## src/audio_sync_pkg.sv

```systemverilog
package audio_sync_pkg;

  // Two-wire slave address of the device.
  localparam logic [6:0] DEVICE_ADDR = 7'h2A;

  // Register offsets.
  localparam logic [7:0] GAIN_LOOP_OFFSET = 8'h40;
  localparam logic [7:0] INPUT_BUFFER_OFFSET = 8'h41;
  localparam logic [7:0] SYNC_EFFECT_OFFSET = 8'h42;
  localparam logic [7:0] CHANNEL_SOURCE_OFFSET = 8'h43;

  // Reset values.
  localparam logic [7:0] GAIN_LOOP_RESET = 8'h00;
  localparam logic [7:0] INPUT_BUFFER_RESET = 8'h00;
  localparam logic [7:0] SYNC_EFFECT_RESET = 8'h00;
  localparam logic [7:0] CHANNEL_SOURCE_RESET = 8'h00;

  // Writable bits; everything else is reserved.
  localparam logic [7:0] GAIN_LOOP_MASK = 8'h7F;
  localparam logic [7:0] INPUT_BUFFER_MASK = 8'hFF;
  localparam logic [7:0] SYNC_EFFECT_MASK = 8'hDF;
  localparam logic [7:0] CHANNEL_SOURCE_MASK = 8'h0F;

  // Field positions.
  localparam int AGC_UP_LEVEL_BIT = 6;
  localparam int AGC_DOWN_LEVEL_BIT = 5;
  localparam int DECAY_DOWN_LSB = 3;
  localparam int DECAY_UP_LSB = 1;
  localparam int AGC_ON_BIT = 0;
  localparam int PRECHARGE_OFF_BIT = 7;
  localparam int PRECHARGE_MANUAL_BIT = 6;
  localparam int GAIN_LSB = 1;
  localparam int BUFFER_ON_BIT = 0;
  localparam int SOURCE_PIN_BIT = 7;
  localparam int PULLDOWN_OFF_BIT = 6;
  localparam int AUDIO_DECAY_LSB = 3;
  localparam int EFFECT_LSB = 0;

  // Decay times in milliseconds.
  localparam logic [10:0] DOWN_DECAY_0_MS = 11'h083;
  localparam logic [10:0] DOWN_DECAY_1_MS = 11'h106;
  localparam logic [10:0] DOWN_DECAY_2_MS = 11'h189;
  localparam logic [10:0] DOWN_DECAY_3_MS = 11'h20C;
  localparam logic [10:0] UP_DECAY_0_MS = 11'h106;
  localparam logic [10:0] UP_DECAY_1_MS = 11'h20C;
  localparam logic [10:0] UP_DECAY_2_MS = 11'h312;
  localparam logic [10:0] UP_DECAY_3_MS = 11'h419;
  localparam logic [6:0] AUDIO_DECAY_0_MS = 7'h0A;
  localparam logic [6:0] AUDIO_DECAY_1_MS = 7'h14;
  localparam logic [6:0] AUDIO_DECAY_2_MS = 7'h28;
  localparam logic [6:0] AUDIO_DECAY_3_MS = 7'h50;

  // Gain mapping in dB.
  localparam logic signed [5:0] GAIN_OFFSET_DB = 6'sh06;
  localparam logic signed [5:0] AGC_RANGE_DB = 6'sh03;

  typedef enum logic [2:0] {
    EFFECT_BAR = 3'h0,
    EFFECT_BAR_DIM = 3'h1,
    EFFECT_RUNNING = 3'h2,
    EFFECT_RUNNING_DIM = 3'h3,
    EFFECT_RGB = 3'h4,
    EFFECT_RGB_DIM = 3'h5,
    EFFECT_PARALLEL_DIM = 3'h6,
    EFFECT_RESERVED = 3'h7
  } sync_effect_e;

  typedef enum logic [8:0] {
    ST_IDLE = 9'h001,
    ST_ADDR = 9'h002,
    ST_ADDR_ACK = 9'h004,
    ST_PTR = 9'h008,
    ST_PTR_ACK = 9'h010,
    ST_WRITE = 9'h020,
    ST_WRITE_ACK = 9'h040,
    ST_READ = 9'h080,
    ST_READ_ACK = 9'h100
  } bus_state_e;

  typedef struct packed {
    logic [7:0] gain_loop_setup;
    logic [7:0] input_buffer_setup;
    logic [7:0] sync_effect_setup;
    logic [7:0] channel_source_select;
  } audio_regs_s;

  typedef struct packed {
    logic scl_meta;
    logic scl_sync;
    logic scl_prev;
    logic sda_meta;
    logic sda_sync;
    logic sda_prev;
    bus_state_e fsm;
    logic [3:0] bit_cnt;
    logic [7:0] shift;
    logic rw;
    logic nack;
    logic drive;
    logic [7:0] ptr;
    audio_regs_s regs;
  } ctrl_state_s;

  typedef struct packed {
    logic [3:0] level;
  } mux_state_s;

endpackage

```

## src/audio_sync_control_regs.sv

```systemverilog
// Function
// - Bit 6 raises AGC up threshold.
// - Bit 5 raises AGC down threshold.
// - Bits 4:3 pick gain-decrease decay time.
// - Bits 2:1 pick gain-increase decay time.
// - Bit 0 turns automatic gain on.
// - Precharge-off bit acts only when manual.
// - Bit 6 picks automatic or manual precharge.
// - Five-bit gain, -6dB to 25dB, 1dB steps.
// - Bit 0 switches audio buffer amplifier.
// - Bit 7 picks shared pin or fourth output.
// - Pull-down: off when set, buffer on, audio.
// - Bits 4:3 pick audio decay time.
// - Three-bit selector picks effect; 111 reserved.
// - Bits 3:0 put outputs into audio mode.
// - AGC starts at gain, stays within 3dB.
// - Audio-mode output driven by audio unit.
`timescale 1ns/1ps
module audio_sync_control_regs (
  input wire logic clk,
  input wire logic reset,
  input wire logic scl_in,
  input wire logic sda_in,
  output logic sda_out,
  output logic sda_drive_n,
  input wire logic audio_mode_active,
  input wire logic [3:0] pattern_level,
  input wire logic [3:0] sound_level,
  output logic [3:0] drive_level,
  output logic agc_up_threshold_high,
  output logic agc_down_threshold_high,
  output logic [10:0] agc_down_decay_ms,
  output logic [10:0] agc_up_decay_ms,
  output logic agc_enable,
  output logic precharge_manual,
  output logic precharge_enable,
  output logic signed [5:0] preamp_gain_db,
  output logic signed [5:0] agc_gain_min_db,
  output logic signed [5:0] agc_gain_max_db,
  output logic audio_buffer_on,
  output logic source_is_fourth_current_output,
  output logic pulldown_enable,
  output logic [6:0] audio_decay_ms,
  output audio_sync_pkg::sync_effect_e sync_effect,
  output logic effect_valid,
  output logic out1_sound_drive,
  output logic out2_sound_drive,
  output logic out3_sound_drive,
  output logic out4_sound_drive
);

  audio_sync_pkg::ctrl_state_s s;
  audio_sync_pkg::ctrl_state_s next_s;
  logic scl_rise;
  logic scl_fall;
  logic start_seen;
  logic stop_seen;
  logic wr_fire;
  logic [7:0] rd_now;
  logic [7:0] rd_next;
  logic [7:0] ptr_inc;

  function automatic logic [7:0] read_reg(
    input audio_sync_pkg::audio_regs_s regs,
    input logic [7:0] ptr
  );
    logic [7:0] value;
    value = 8'h00;
    unique case (ptr)
      audio_sync_pkg::GAIN_LOOP_OFFSET: value = regs.gain_loop_setup;
      audio_sync_pkg::INPUT_BUFFER_OFFSET: value = regs.input_buffer_setup;
      audio_sync_pkg::SYNC_EFFECT_OFFSET: value = regs.sync_effect_setup;
      audio_sync_pkg::CHANNEL_SOURCE_OFFSET: value = regs.channel_source_select;
      default: value = 8'h00;
    endcase
    return value;
  endfunction

  function automatic audio_sync_pkg::audio_regs_s write_reg(
    input audio_sync_pkg::audio_regs_s regs,
    input logic [7:0] ptr,
    input logic [7:0] data
  );
    audio_sync_pkg::audio_regs_s r;
    r = regs;
    unique case (ptr)
      audio_sync_pkg::GAIN_LOOP_OFFSET:
        r.gain_loop_setup = data & audio_sync_pkg::GAIN_LOOP_MASK;
      audio_sync_pkg::INPUT_BUFFER_OFFSET:
        r.input_buffer_setup = data & audio_sync_pkg::INPUT_BUFFER_MASK;
      audio_sync_pkg::SYNC_EFFECT_OFFSET:
        r.sync_effect_setup = data & audio_sync_pkg::SYNC_EFFECT_MASK;
      audio_sync_pkg::CHANNEL_SOURCE_OFFSET:
        r.channel_source_select = data & audio_sync_pkg::CHANNEL_SOURCE_MASK;
      default: r = regs;
    endcase
    return r;
  endfunction

  assign scl_rise = s.scl_sync & ~s.scl_prev;
  assign scl_fall = ~s.scl_sync & s.scl_prev;
  assign start_seen = s.scl_sync & s.scl_prev & s.sda_prev & ~s.sda_sync;
  assign stop_seen = s.scl_sync & s.scl_prev & ~s.sda_prev & s.sda_sync;
  assign ptr_inc = s.ptr + 8'h01;
  assign rd_now = read_reg(s.regs, s.ptr);
  assign rd_next = read_reg(s.regs, ptr_inc);

  always_comb begin
    next_s = s;
    wr_fire = 1'b0;
    next_s.scl_meta = scl_in;
    next_s.scl_sync = s.scl_meta;
    next_s.scl_prev = s.scl_sync;
    next_s.sda_meta = sda_in;
    next_s.sda_sync = s.sda_meta;
    next_s.sda_prev = s.sda_sync;
    if (stop_seen) begin
      next_s.fsm = audio_sync_pkg::ST_IDLE;
      next_s.drive = 1'b0;
    end else if (start_seen) begin
      next_s.fsm = audio_sync_pkg::ST_ADDR;
      next_s.bit_cnt = 4'h0;
      next_s.drive = 1'b0;
    end else begin
      unique case (s.fsm)
        audio_sync_pkg::ST_IDLE: begin
          next_s.drive = 1'b0;
        end
        audio_sync_pkg::ST_ADDR: begin
          if (scl_rise) begin
            next_s.shift = {s.shift[6:0], s.sda_sync};
            next_s.bit_cnt = s.bit_cnt + 4'h1;
          end else if (scl_fall && s.bit_cnt == 4'h8) begin
            next_s.bit_cnt = 4'h0;
            if (s.shift[7:1] == audio_sync_pkg::DEVICE_ADDR) begin
              next_s.rw = s.shift[0];
              next_s.drive = 1'b1;
              next_s.fsm = audio_sync_pkg::ST_ADDR_ACK;
            end else begin
              next_s.fsm = audio_sync_pkg::ST_IDLE;
            end
          end
        end
        audio_sync_pkg::ST_ADDR_ACK: begin
          if (scl_fall) begin
            next_s.bit_cnt = 4'h0;
            if (s.rw) begin
              next_s.shift = rd_now;
              next_s.drive = ~rd_now[7];
              next_s.fsm = audio_sync_pkg::ST_READ;
            end else begin
              next_s.drive = 1'b0;
              next_s.fsm = audio_sync_pkg::ST_PTR;
            end
          end
        end
        audio_sync_pkg::ST_PTR: begin
          if (scl_rise) begin
            next_s.shift = {s.shift[6:0], s.sda_sync};
            next_s.bit_cnt = s.bit_cnt + 4'h1;
          end else if (scl_fall && s.bit_cnt == 4'h8) begin
            next_s.bit_cnt = 4'h0;
            next_s.ptr = s.shift;
            next_s.drive = 1'b1;
            next_s.fsm = audio_sync_pkg::ST_PTR_ACK;
          end
        end
        audio_sync_pkg::ST_PTR_ACK: begin
          if (scl_fall) begin
            next_s.drive = 1'b0;
            next_s.fsm = audio_sync_pkg::ST_WRITE;
          end
        end
        audio_sync_pkg::ST_WRITE: begin
          if (scl_rise) begin
            next_s.shift = {s.shift[6:0], s.sda_sync};
            next_s.bit_cnt = s.bit_cnt + 4'h1;
          end else if (scl_fall && s.bit_cnt == 4'h8) begin
            wr_fire = 1'b1;
            next_s.regs = write_reg(s.regs, s.ptr, s.shift);
            next_s.ptr = ptr_inc;
            next_s.bit_cnt = 4'h0;
            next_s.drive = 1'b1;
            next_s.fsm = audio_sync_pkg::ST_WRITE_ACK;
          end
        end
        audio_sync_pkg::ST_WRITE_ACK: begin
          if (scl_fall) begin
            next_s.drive = 1'b0;
            next_s.fsm = audio_sync_pkg::ST_WRITE;
          end
        end
        audio_sync_pkg::ST_READ: begin
          if (scl_fall) begin
            if (s.bit_cnt == 4'h7) begin
              next_s.bit_cnt = 4'h0;
              next_s.drive = 1'b0;
              next_s.fsm = audio_sync_pkg::ST_READ_ACK;
            end else begin
              next_s.shift = {s.shift[6:0], 1'b0};
              next_s.drive = ~s.shift[6];
              next_s.bit_cnt = s.bit_cnt + 4'h1;
            end
          end
        end
        audio_sync_pkg::ST_READ_ACK: begin
          if (scl_rise) begin
            next_s.nack = s.sda_sync;
          end else if (scl_fall) begin
            if (!s.nack) begin
              next_s.ptr = ptr_inc;
              next_s.shift = rd_next;
              next_s.drive = ~rd_next[7];
              next_s.fsm = audio_sync_pkg::ST_READ;
            end else begin
              next_s.fsm = audio_sync_pkg::ST_IDLE;
            end
          end
        end
        default: begin
          next_s.fsm = audio_sync_pkg::ST_IDLE;
          next_s.drive = 1'b0;
        end
      endcase
    end
  end

  always_ff @(posedge clk or posedge reset) begin
    if (reset) begin
      s <= '0;
      s.scl_meta <= 1'b1;
      s.scl_sync <= 1'b1;
      s.scl_prev <= 1'b1;
      s.sda_meta <= 1'b1;
      s.sda_sync <= 1'b1;
      s.sda_prev <= 1'b1;
      s.fsm <= audio_sync_pkg::ST_IDLE;
      s.regs.gain_loop_setup <= audio_sync_pkg::GAIN_LOOP_RESET;
      s.regs.input_buffer_setup <= audio_sync_pkg::INPUT_BUFFER_RESET;
      s.regs.sync_effect_setup <= audio_sync_pkg::SYNC_EFFECT_RESET;
      s.regs.channel_source_select <= audio_sync_pkg::CHANNEL_SOURCE_RESET;
    end else begin
      s <= next_s;
    end
  end

  assign sda_out = 1'b0;
  assign sda_drive_n = ~s.drive;

  assign agc_up_threshold_high = s.regs.gain_loop_setup[audio_sync_pkg::AGC_UP_LEVEL_BIT];
  assign agc_down_threshold_high = s.regs.gain_loop_setup[audio_sync_pkg::AGC_DOWN_LEVEL_BIT];
  assign agc_enable = s.regs.gain_loop_setup[audio_sync_pkg::AGC_ON_BIT];

  always_comb begin
    unique case (s.regs.gain_loop_setup[audio_sync_pkg::DECAY_DOWN_LSB +: 2])
      2'h0: agc_down_decay_ms = audio_sync_pkg::DOWN_DECAY_0_MS;
      2'h1: agc_down_decay_ms = audio_sync_pkg::DOWN_DECAY_1_MS;
      2'h2: agc_down_decay_ms = audio_sync_pkg::DOWN_DECAY_2_MS;
      2'h3: agc_down_decay_ms = audio_sync_pkg::DOWN_DECAY_3_MS;
    endcase
    unique case (s.regs.gain_loop_setup[audio_sync_pkg::DECAY_UP_LSB +: 2])
      2'h0: agc_up_decay_ms = audio_sync_pkg::UP_DECAY_0_MS;
      2'h1: agc_up_decay_ms = audio_sync_pkg::UP_DECAY_1_MS;
      2'h2: agc_up_decay_ms = audio_sync_pkg::UP_DECAY_2_MS;
      2'h3: agc_up_decay_ms = audio_sync_pkg::UP_DECAY_3_MS;
    endcase
    unique case (s.regs.sync_effect_setup[audio_sync_pkg::AUDIO_DECAY_LSB +: 2])
      2'h0: audio_decay_ms = audio_sync_pkg::AUDIO_DECAY_0_MS;
      2'h1: audio_decay_ms = audio_sync_pkg::AUDIO_DECAY_1_MS;
      2'h2: audio_decay_ms = audio_sync_pkg::AUDIO_DECAY_2_MS;
      2'h3: audio_decay_ms = audio_sync_pkg::AUDIO_DECAY_3_MS;
    endcase
  end

  assign precharge_manual = s.regs.input_buffer_setup[audio_sync_pkg::PRECHARGE_MANUAL_BIT];
  assign precharge_enable = ~precharge_manual |
    ~s.regs.input_buffer_setup[audio_sync_pkg::PRECHARGE_OFF_BIT];
  assign preamp_gain_db = $signed({1'b0, s.regs.input_buffer_setup[audio_sync_pkg::GAIN_LSB +: 5]})
    - audio_sync_pkg::GAIN_OFFSET_DB;
  assign agc_gain_min_db = preamp_gain_db - audio_sync_pkg::AGC_RANGE_DB;
  assign agc_gain_max_db = preamp_gain_db + audio_sync_pkg::AGC_RANGE_DB;
  assign audio_buffer_on = s.regs.input_buffer_setup[audio_sync_pkg::BUFFER_ON_BIT];
  assign source_is_fourth_current_output =
    s.regs.sync_effect_setup[audio_sync_pkg::SOURCE_PIN_BIT];
  assign pulldown_enable = ~s.regs.sync_effect_setup[audio_sync_pkg::PULLDOWN_OFF_BIT] &
    ~audio_buffer_on & ~audio_mode_active;
  assign sync_effect = audio_sync_pkg::sync_effect_e'(
    s.regs.sync_effect_setup[audio_sync_pkg::EFFECT_LSB +: 3]);
  assign effect_valid = (sync_effect != audio_sync_pkg::EFFECT_RESERVED);
  assign out1_sound_drive = s.regs.channel_source_select[0];
  assign out2_sound_drive = s.regs.channel_source_select[1];
  assign out3_sound_drive = s.regs.channel_source_select[2];
  assign out4_sound_drive = s.regs.channel_source_select[3];

  channel_source_mux u_mux (
    .clk(clk),
    .reset(reset),
    .sound_select(s.regs.channel_source_select[3:0]),
    .pattern_level(pattern_level),
    .sound_level(sound_level),
    .drive_level(drive_level)
  );
endmodule

```

## src/channel_source_mux.sv

```systemverilog
`timescale 1ns/1ps
module channel_source_mux (
  input wire logic clk,
  input wire logic reset,
  input wire logic [3:0] sound_select,
  input wire logic [3:0] pattern_level,
  input wire logic [3:0] sound_level,
  output logic [3:0] drive_level
);

  audio_sync_pkg::mux_state_s s;
  audio_sync_pkg::mux_state_s next_s;
  logic [3:0] next_level;

  genvar i;
  generate
    for (i = 0; i < 4; i++) begin : g_chan
      assign next_level[i] = sound_select[i] ? sound_level[i] : pattern_level[i];
    end
  endgenerate

  always_comb begin
    next_s = s;
    next_s.level = next_level;
  end

  always_ff @(posedge clk or posedge reset) begin
    if (reset) begin
      s <= '0;
    end else begin
      s <= next_s;
    end
  end

  assign drive_level = s.level;
endmodule

```

## config.mk

```make
export PLATFORM = sky130hd
export DESIGN_NAME = audio_sync_control_regs
export DESIGN_NICKNAME = d
export VERILOG_FILES = /design/src/audio_sync_pkg.sv /design/src/audio_sync_control_regs.sv /design/src/channel_source_mux.sv
export SDC_FILE = /design/constraint.sdc
export NUM_CORES = 1
export LEC_CHECK = 0
export BUFFER_PORTS_ARGS = -buffer_cell sky130_fd_sc_hd__buf_2
export CAP_MARGIN = 20
export CORE_MARGIN = 4
export CORE_UTILIZATION = 40
export DETAILED_ROUTE_END_ITERATION = 16
export SYNTH_ARGS = -nofsm -noshare
export SYNTH_HDL_FRONTEND = slang
export SYNTH_HIERARCHICAL = 1
export SYNTH_SLANG_ARGS = --single-unit
export TNS_END_PERCENT = 50
```

## constraint.sdc

```tcl
create_clock -name clk -period 5.1 [get_ports clk]
set_clock_uncertainty 0.1 [all_clocks]
set_input_delay 1.02 -clock clk [delete_from_list [all_inputs] [get_ports clk]]
set_output_delay 1.02 -clock clk [all_outputs]
set_load 0.05 [all_outputs]
```

==> Word level (Yosys, flattened, before mapping) <==
Index checks and enable logic that the tools add are counted.
{ "word_totals": {"register_bits": 68, "latch_bits": 0, "mem_bits_rw": 0, "rom_bits": 0, "input_bits": 13, "n_memories": 0} }
{ "classes": {"add_sub_neg": 5, "mul": 0, "n_div": 0, "magnitude_cmp": 0, "eq_ne": 62, "n_shift": 0, "n_mux": 62, "bitwise_logic": 26, "reduce_logical": 20} }
{ "ops": {"columns": ["op", "count"], "rows": [
  ["9-bit two-way mux", 13],
  ["8-bit case mux with 4 select lines", 3],
  ["11-bit case mux with 4 select lines", 2],
  ["41-bit two-way mux", 2],
  ["8-bit two-way mux", 10],
  ["9-bit case mux with 8 select lines", 1],
  ["8-bit by 7-bit equality test with 1-bit output (second input constant)", 8],
  ["4-bit inequality test (second input constant)", 16],
  ["13-bit two-way mux", 4],
  ["21-bit two-way mux", 2],
  ["6-bit AND reduction", 5],
  ["7-bit case mux with 4 select lines", 1],
  ["13-bit AND reduction", 2],
  ["8-bit case mux with 3 select lines", 1],
  ["2-bit inequality test (second input constant)", 11],
  ["4-bit two-way mux", 5],
  ["4-bit case mux with 5 select lines", 1],
  ["1-bit inverter", 16],
  ["1-bit two-way mux", 14],
  ["2-bit equality test (second input constant)", 6],
  ["3-bit inequality test (second input constant)", 4],
  ["11-bit AND reduction", 1],
  ["10-bit AND reduction", 1],
  ["1-bit bitwise AND", 9],
  ["other kinds (33)", 37]
]} }

==> Longest topological paths before layout <==
{ "logic_depth": {"word_depth": 10, "depth_mapped": 9} }

==> Cells and area by module <==
Netlist, hierarchy kept.
{ "modules_own_cells": {"columns": ["mod", "n_inst", "cells_per_inst", "area_each_um2", "seq_area_each_um2"], "rows": [
  ["audio_sync_control_regs", 1, 463, 4491.8, 1610.3],
  ["channel_source_mux", 1, 9, 163.9, 100.1]
]} }

==> Worst setup path before layout <==
OpenSTA, ideal clock, no wires.
{ "synth_path": {"path_kind": "reg-to-output", "from": "register s[18] (netlist bit)", "to": "output agc_gain_min_db[4]", "arrival_time_ns": 2.650, "required_ns": 3.980, "path_slack_ns": 1.330, "path_stages_with_launch": 5, "path_buffers": 0, "path_cell_list": "dfrtp_1 -> inv_1 -> ha_1 -> or3_1 -> xnor2_1"} }
{ "synth_between": {"elab_chain_cells": 2} }
{ "synth_lines": {"columns": ["element", "line", "source"], "rows": [
  ["start: declaration", "audio_sync_control_regs.sv:52", "audio_sync_pkg::ctrl_state_s s;"],
  ["start signal: assignment", "audio_sync_control_regs.sv:243", "s <= next_s;"],
  ["5-bit by 3-bit subtractor with 6-bit output", "audio_sync_control_regs.sv:279", "- audio_sync_pkg::GAIN_OFFSET_DB;"],
  ["named net preamp_gain_db[1]", "audio_sync_control_regs.sv:37", "output logic signed [5:0] preamp_gain_db,"],
  ["6-bit by 3-bit subtractor with 6-bit output", "audio_sync_control_regs.sv:280", "assign agc_gain_min_db = preamp_gain_db - audio_sync_pkg::AGC_RANGE_DB;"],
  ["end: declaration", "audio_sync_control_regs.sv:38", "output logic signed [5:0] agc_gain_min_db,"]
]} }
The timed path passes the listed nets, and every way through them passes these cells.

==> Worst setup path in the final report <==
{ "layout_path": {"from": "register s[18] (netlist bit)", "to": "output agc_gain_min_db[4]"} }
{ "layout_between": {"elab_chain_cells": 2} }
{ "layout_lines": {"columns": ["element", "line"], "rows": [
  ["5-bit by 3-bit subtractor with 6-bit output", "audio_sync_control_regs.sv:279"],
  ["6-bit by 3-bit subtractor with 6-bit output", "audio_sync_control_regs.sv:280"]
]} }
Every way passes these cells.

==> impl_metrics.xml <==
<?xml version="1.0" encoding="UTF-8"?>
<metrics>
  <group name="run_status">
    <metric name="status" unit="">completed</metric>
  </group>
  <group name="cells_and_area">
    <metric name="layout-drive-gt1-share" unit="%">30.5</metric>
    <metric name="area_of_the_multi_input_gates" unit="um^2">2640</metric>
    <metric name="layout_common_cells" unit="">sky130_fd_sc_hd__buf_2, sky130_fd_sc_hd__dfrtp_1, sky130_fd_sc_hd__mux2_2, sky130_fd_sc_hd__nand2_1, sky130_fd_sc_hd__o21ai_0</metric>
    <metric name="num_antenna_cells" unit="">0</metric>
    <metric name="areaGrowthSynthToFinish" unit="%">12.8</metric>
    <metric name="final_net_count" unit="">560</metric>
    <metric name="sequential_cell_area" unit="um^2">1710</metric>
    <metric name="layout.filler_cells" unit="">1113</metric>
    <metric name="mostFrequentLayoutCell" unit="">sky130_fd_sc_hd__buf_2</metric>
  </group>
  <group name="logic_synthesis">
    <metric name="synth.top_cells.by_area" unit="">sky130_fd_sc_hd__dfrtp_1, sky130_fd_sc_hd__mux2_2, sky130_fd_sc_hd__ha_1, sky130_fd_sc_hd__dfstp_2, sky130_fd_sc_hd__o21ai_0</metric>
    <metric name="ys_ff_latch" unit="">68</metric>
    <metric name="synth_area" unit="um^2">4660</metric>
    <metric name="synth-async-reset-ratio" unit="%">100</metric>
    <metric name="portion_of_netlist_area_occupied_by_mux_cells" unit="%">11.3</metric>
    <metric name="synth_cells" unit="">472</metric>
    <metric name="synth.yosys.warnings" unit="">6</metric>
    <metric name="synthDominantCellAreaShare" unit="%">32.8</metric>
    <metric name="xor_xnor_cell_area_share_of_the_yosys_netlist" unit="%">3.20</metric>
    <metric name="post_synth_and_or_nand_nor_area_fraction" unit="%">19.2</metric>
    <metric name="library_cells_used_by_synthesis" unit="">72</metric>
    <metric name="synth-main-ff-cell" unit="">sky130_fd_sc_hd__dfrtp_1</metric>
    <metric name="synth_top_family_by_area" unit="">simple AND/OR/NAND/NOR gates</metric>
    <metric name="postSynthAreaPerCell" unit="um^2">9.86</metric>
    <metric name="synth_compound_area_share" unit="%">16.6</metric>
    <metric name="share_of_synthesized_cell_area_in_full_adder_half_adder_and_majority_cells" unit="%">5.64</metric>
    <metric name="synth.yosys.seq_area_share" unit="%">36.7</metric>
    <metric name="synth-edff-count" unit="">0</metric>
    <metric name="synth_top_cell_by_area" unit="">sky130_fd_sc_hd__dfrtp_1</metric>
  </group>
  <group name="global_route">
    <metric name="grt_remaining_overflow" unit="">0</metric>
    <metric name="grt_pass1_vias" unit="">3840</metric>
    <metric name="grt_start_max_net_pins" unit="">43</metric>
    <metric name="grt.total_usage" unit="%">18.7</metric>
    <metric name="initial_antenna_violation_count" unit="">0</metric>
    <metric name="first_pass_grt_wire_length" unit="mm">19.7</metric>
  </group>
  <group name="setup_path">
    <metric name="r2r-start" unit="">s[62]$_DFFE_PP0P_</metric>
    <metric name="crit_arrival" unit="ns">2.34</metric>
    <metric name="r2r_end" unit="">s[43]$_DFFE_PP0P_</metric>
    <metric name="cp.required" unit="ns">3.98</metric>
    <metric name="timing.critical_path.to_type" unit="">output port</metric>
    <metric name="timing.critical_path.slowest_stage_cell" unit="">sky130_fd_sc_hd__dfrtp_1</metric>
    <metric name="worst-r2r-setup-slack" unit="ns">2.31</metric>
    <metric name="crit_chain" unit="">ha_1 &gt; xor2_1 &gt; inv_1 &gt; or3_1 &gt; xnor2_1 &gt; buf_2</metric>
    <metric name="criticalPathCategory" unit="">reg2out</metric>
    <metric name="start_kind" unit="">flop</metric>
    <metric name="critPathMaxFanout" unit="">8</metric>
    <metric name="worst-r2r-cell-count" unit="">6</metric>
    <metric name="crit_path_max_incr_delay" unit="ns">0.50</metric>
  </group>
  <group name="job">
    <metric name="maxCapViolations" unit="">0</metric>
  </group>
  <group name="placed_design">
    <metric name="finalWeightedCongestion" unit="">0.895</metric>
    <metric name="number_of_input_and_output_port_buffers_inserted" unit="">72</metric>
    <metric name="dp_hpwl" unit="mm">8.79</metric>
  </group>
  <group name="floorplanning">
    <metric name="die-height" unit="um">116</metric>
    <metric name="ios" unit="">82</metric>
    <metric name="floorplan.die.width" unit="um">116</metric>
    <metric name="floorplan.rows" unit="">39</metric>
    <metric name="core_area" unit="um^2">11400</metric>
    <metric name="start_util" unit="%">40.8</metric>
    <metric name="design.die.area" unit="um^2">13400</metric>
  </group>
  <group name="sta">
    <metric name="max_freq" unit="GHz">0.289</metric>
    <metric name="grt_setup_unrepaired" unit="">no</metric>
    <metric name="final-setup-viol-count" unit="">0</metric>
    <metric name="part_of_the_cycle_the_worst_path_needs" unit="%">67.9</metric>
    <metric name="finalMaxSlewViolations" unit="">0</metric>
    <metric name="fin_crit" unit="ns">3.46</metric>
    <metric name="hold_viol_final" unit="">0</metric>
    <metric name="tightest_slew" unit="ns">0.821</metric>
    <metric name="setup_tns" unit="ns">0</metric>
    <metric name="max-slew-margin-rel" unit="%">45.3</metric>
    <metric name="timing.hold.ws" unit="ns">0.256</metric>
  </group>
  <group name="power_and_ir_drop">
    <metric name="power.leakage" unit="nW">2.35</metric>
    <metric name="power_density" unit="nW/um^2">238</metric>
    <metric name="vdd_ir_drop_max" unit="uV">133</metric>
    <metric name="total_power" unit="mW">1.25</metric>
  </group>
  <group name="hold_path">
    <metric name="hp-start" unit="">next_s[68]$_DFF_PP1_</metric>
    <metric name="worst_hold_path_type" unit="">reg2reg</metric>
    <metric name="timing.hold.worst_path_depth" unit="">0</metric>
    <metric name="timing.hold.worst_endpoint" unit="">next_s[67]$_DFF_PP1_</metric>
  </group>
  <group name="clock_network">
    <metric name="post_cts_hold_buffer_count" unit="">0</metric>
    <metric name="clock_tree.buffer_depth" unit="">2</metric>
    <metric name="cts_buffers" unit="">9</metric>
    <metric name="cts_tree" unit="">built</metric>
    <metric name="clock_tree.htree_level_count" unit="">3</metric>
    <metric name="cts.repair_timing.setup_buffer_count" unit="">0</metric>
    <metric name="cts.reportedPaths.clkPinSlew" unit="ns">0.05</metric>
    <metric name="cts.sink_count" unit="">68</metric>
    <metric name="worst_skew_pair.late_latency" unit="ns">0.33</metric>
    <metric name="postCtsResizedCells" unit="">0</metric>
    <metric name="clock_root_buffer_master" unit="">sky130_fd_sc_hd__clkbuf_16</metric>
  </group>
  <group name="route">
    <metric name="vias" unit="">3829</metric>
    <metric name="drt_iter0_markers" unit="">297</metric>
    <metric name="drt_drc_violations_left" unit="">0</metric>
    <metric name="wl_per_cell" unit="um">17.6</metric>
    <metric name="drt_pre_antenna_iters" unit="">5</metric>
    <metric name="final_routed_wirelength_across_all_metal_layers" unit="mm">11.8</metric>
    <metric name="routed_via_density" unit="">5.68</metric>
    <metric name="postRouteAntennaNets" unit="">0</metric>
  </group>
</metrics>
-- area by class of cell --
class | count | share of cell area [%]
Multi-Input combinational cell | 351 | 50.3
Sequential cell | 68 | 32.6
Timing Repair Buffer | 73 | 7.01
Clock buffer | 14 | 4.84
Tap cell | 143 | 3.41
Inverter | 23 | 1.64
Clock inverter | 2 | 0.238
-- metal layers --
| layer | part of all wire, % | global-route usage [%] |
|---|---|---|
| met1 | 46 | 25.4 |
| met3 | 5.2 | 3.24 |
| met4 | 1.8 | 6.88 |
| met2 | 47 | 29.9 |
| met5 | 0 | 0 |
-- cell families (layout without fill, tap and decap cells) --
family                   Yosys count  count (layout)
multiplexers                      46              46
XOR/XNOR                          17              17
buffers and inverters             61             112
other                              1               9
flip-flops                        68              68
adder cells (fa/ha/maj)           21              21
AND/OR/NAND/NOR                  151             151
AO/OA/AOI/OAI                    107             107
-- state kept, by name, indices dropped and copies added (netlist names) --
name                             cells
out4_sound_drive                     1
source_is_fourth_current_output      1
next_s                               4
agc_up_threshold_high                1
out2_sound_drive                     1
audio_buffer_on                      1
out3_sound_drive                     1
agc_down_threshold_high              1
s                                   47
out1_sound_drive                     1
precharge_manual                     1
sync_effect                          3
u_mux/drive_level                    4
agc_enable                           1
-- critical path: cells and delay by family (launching register included) --
family | cells | cell delay (ns)
buffers and inverters | 2 | 0.42
adders and majority gates | 1 | 0.24
DFF | 1 | 0.50
xor gates and xnor gates | 2 | 0.50
and+or+nand+nor | 1 | 0.35
-- worst max-delay path by stage --
stage | start | slack (ns) | cells after the start | to
after global routing | s[18]$_DFFE_PP0P_ | 1.47 | 6 | agc_gain_min_db[4]
after global placement | s[18]$_DFFE_PP0P_ | 2.08 | 6 | agc_gain_min_db[4]
final | s[18]$_DFFE_PP0P_ | 1.64 | 6 | agc_gain_min_db[4]
after detailed placement | s[18]$_DFFE_PP0P_ | 1.96 | 6 | agc_gain_min_db[4]
after floorplan | s[18]$_DFFE_PP0P_ | 1.33 | 4 | agc_gain_min_db[4]
after CTS | s[18]$_DFFE_PP0P_ | 1.59 | 6 | agc_gain_min_db[4]
-- synth_stat cells, types with 9 or more instances --
cell type and count:
sky130_fd_sc_hd__a22oi_1 15, sky130_fd_sc_hd__inv_1 23, sky130_fd_sc_hd__buf_4 18, sky130_fd_sc_hd__xnor2_1 9, sky130_fd_sc_hd__nor2_1 24, sky130_fd_sc_hd__mux2_2 38, sky130_fd_sc_hd__a21oi_1 12, sky130_fd_sc_hd__dfrtp_1 61
sky130_fd_sc_hd__ha_1 21, sky130_fd_sc_hd__nand3_1 16, sky130_fd_sc_hd__nand2_1 36, sky130_fd_sc_hd__nor3_1 14, sky130_fd_sc_hd__clkbuf_1 9, sky130_fd_sc_hd__o21ai_0 32
-- through the flow --
step                      setup slack (ns)  instances  area (um^2)  utilization [%]
after global placement                2.08        658         4980             43.6
after CTS                             1.59        674         5250             46.0
after floorplan                       1.33        480         4690                -
final                                 1.64        674         5250             46.0
after global routing                  1.47        674         5250             46.0
after detailed placement              1.96        658         4980             43.6
-- power by group --
| group | internal, mW | leakage [nW] | switching, mW | total, mW |
|---|---|---|---|---|
| Sequential | 0.553 | 0.916 | 0.0122 | 0.565 |
| Clock | 0.342 | 0.127 | 0.218 | 0.560 |
| Combinational | 0.0384 | 1.30 | 0.0848 | 0.123 |
(Power assumes the default switching activity.)
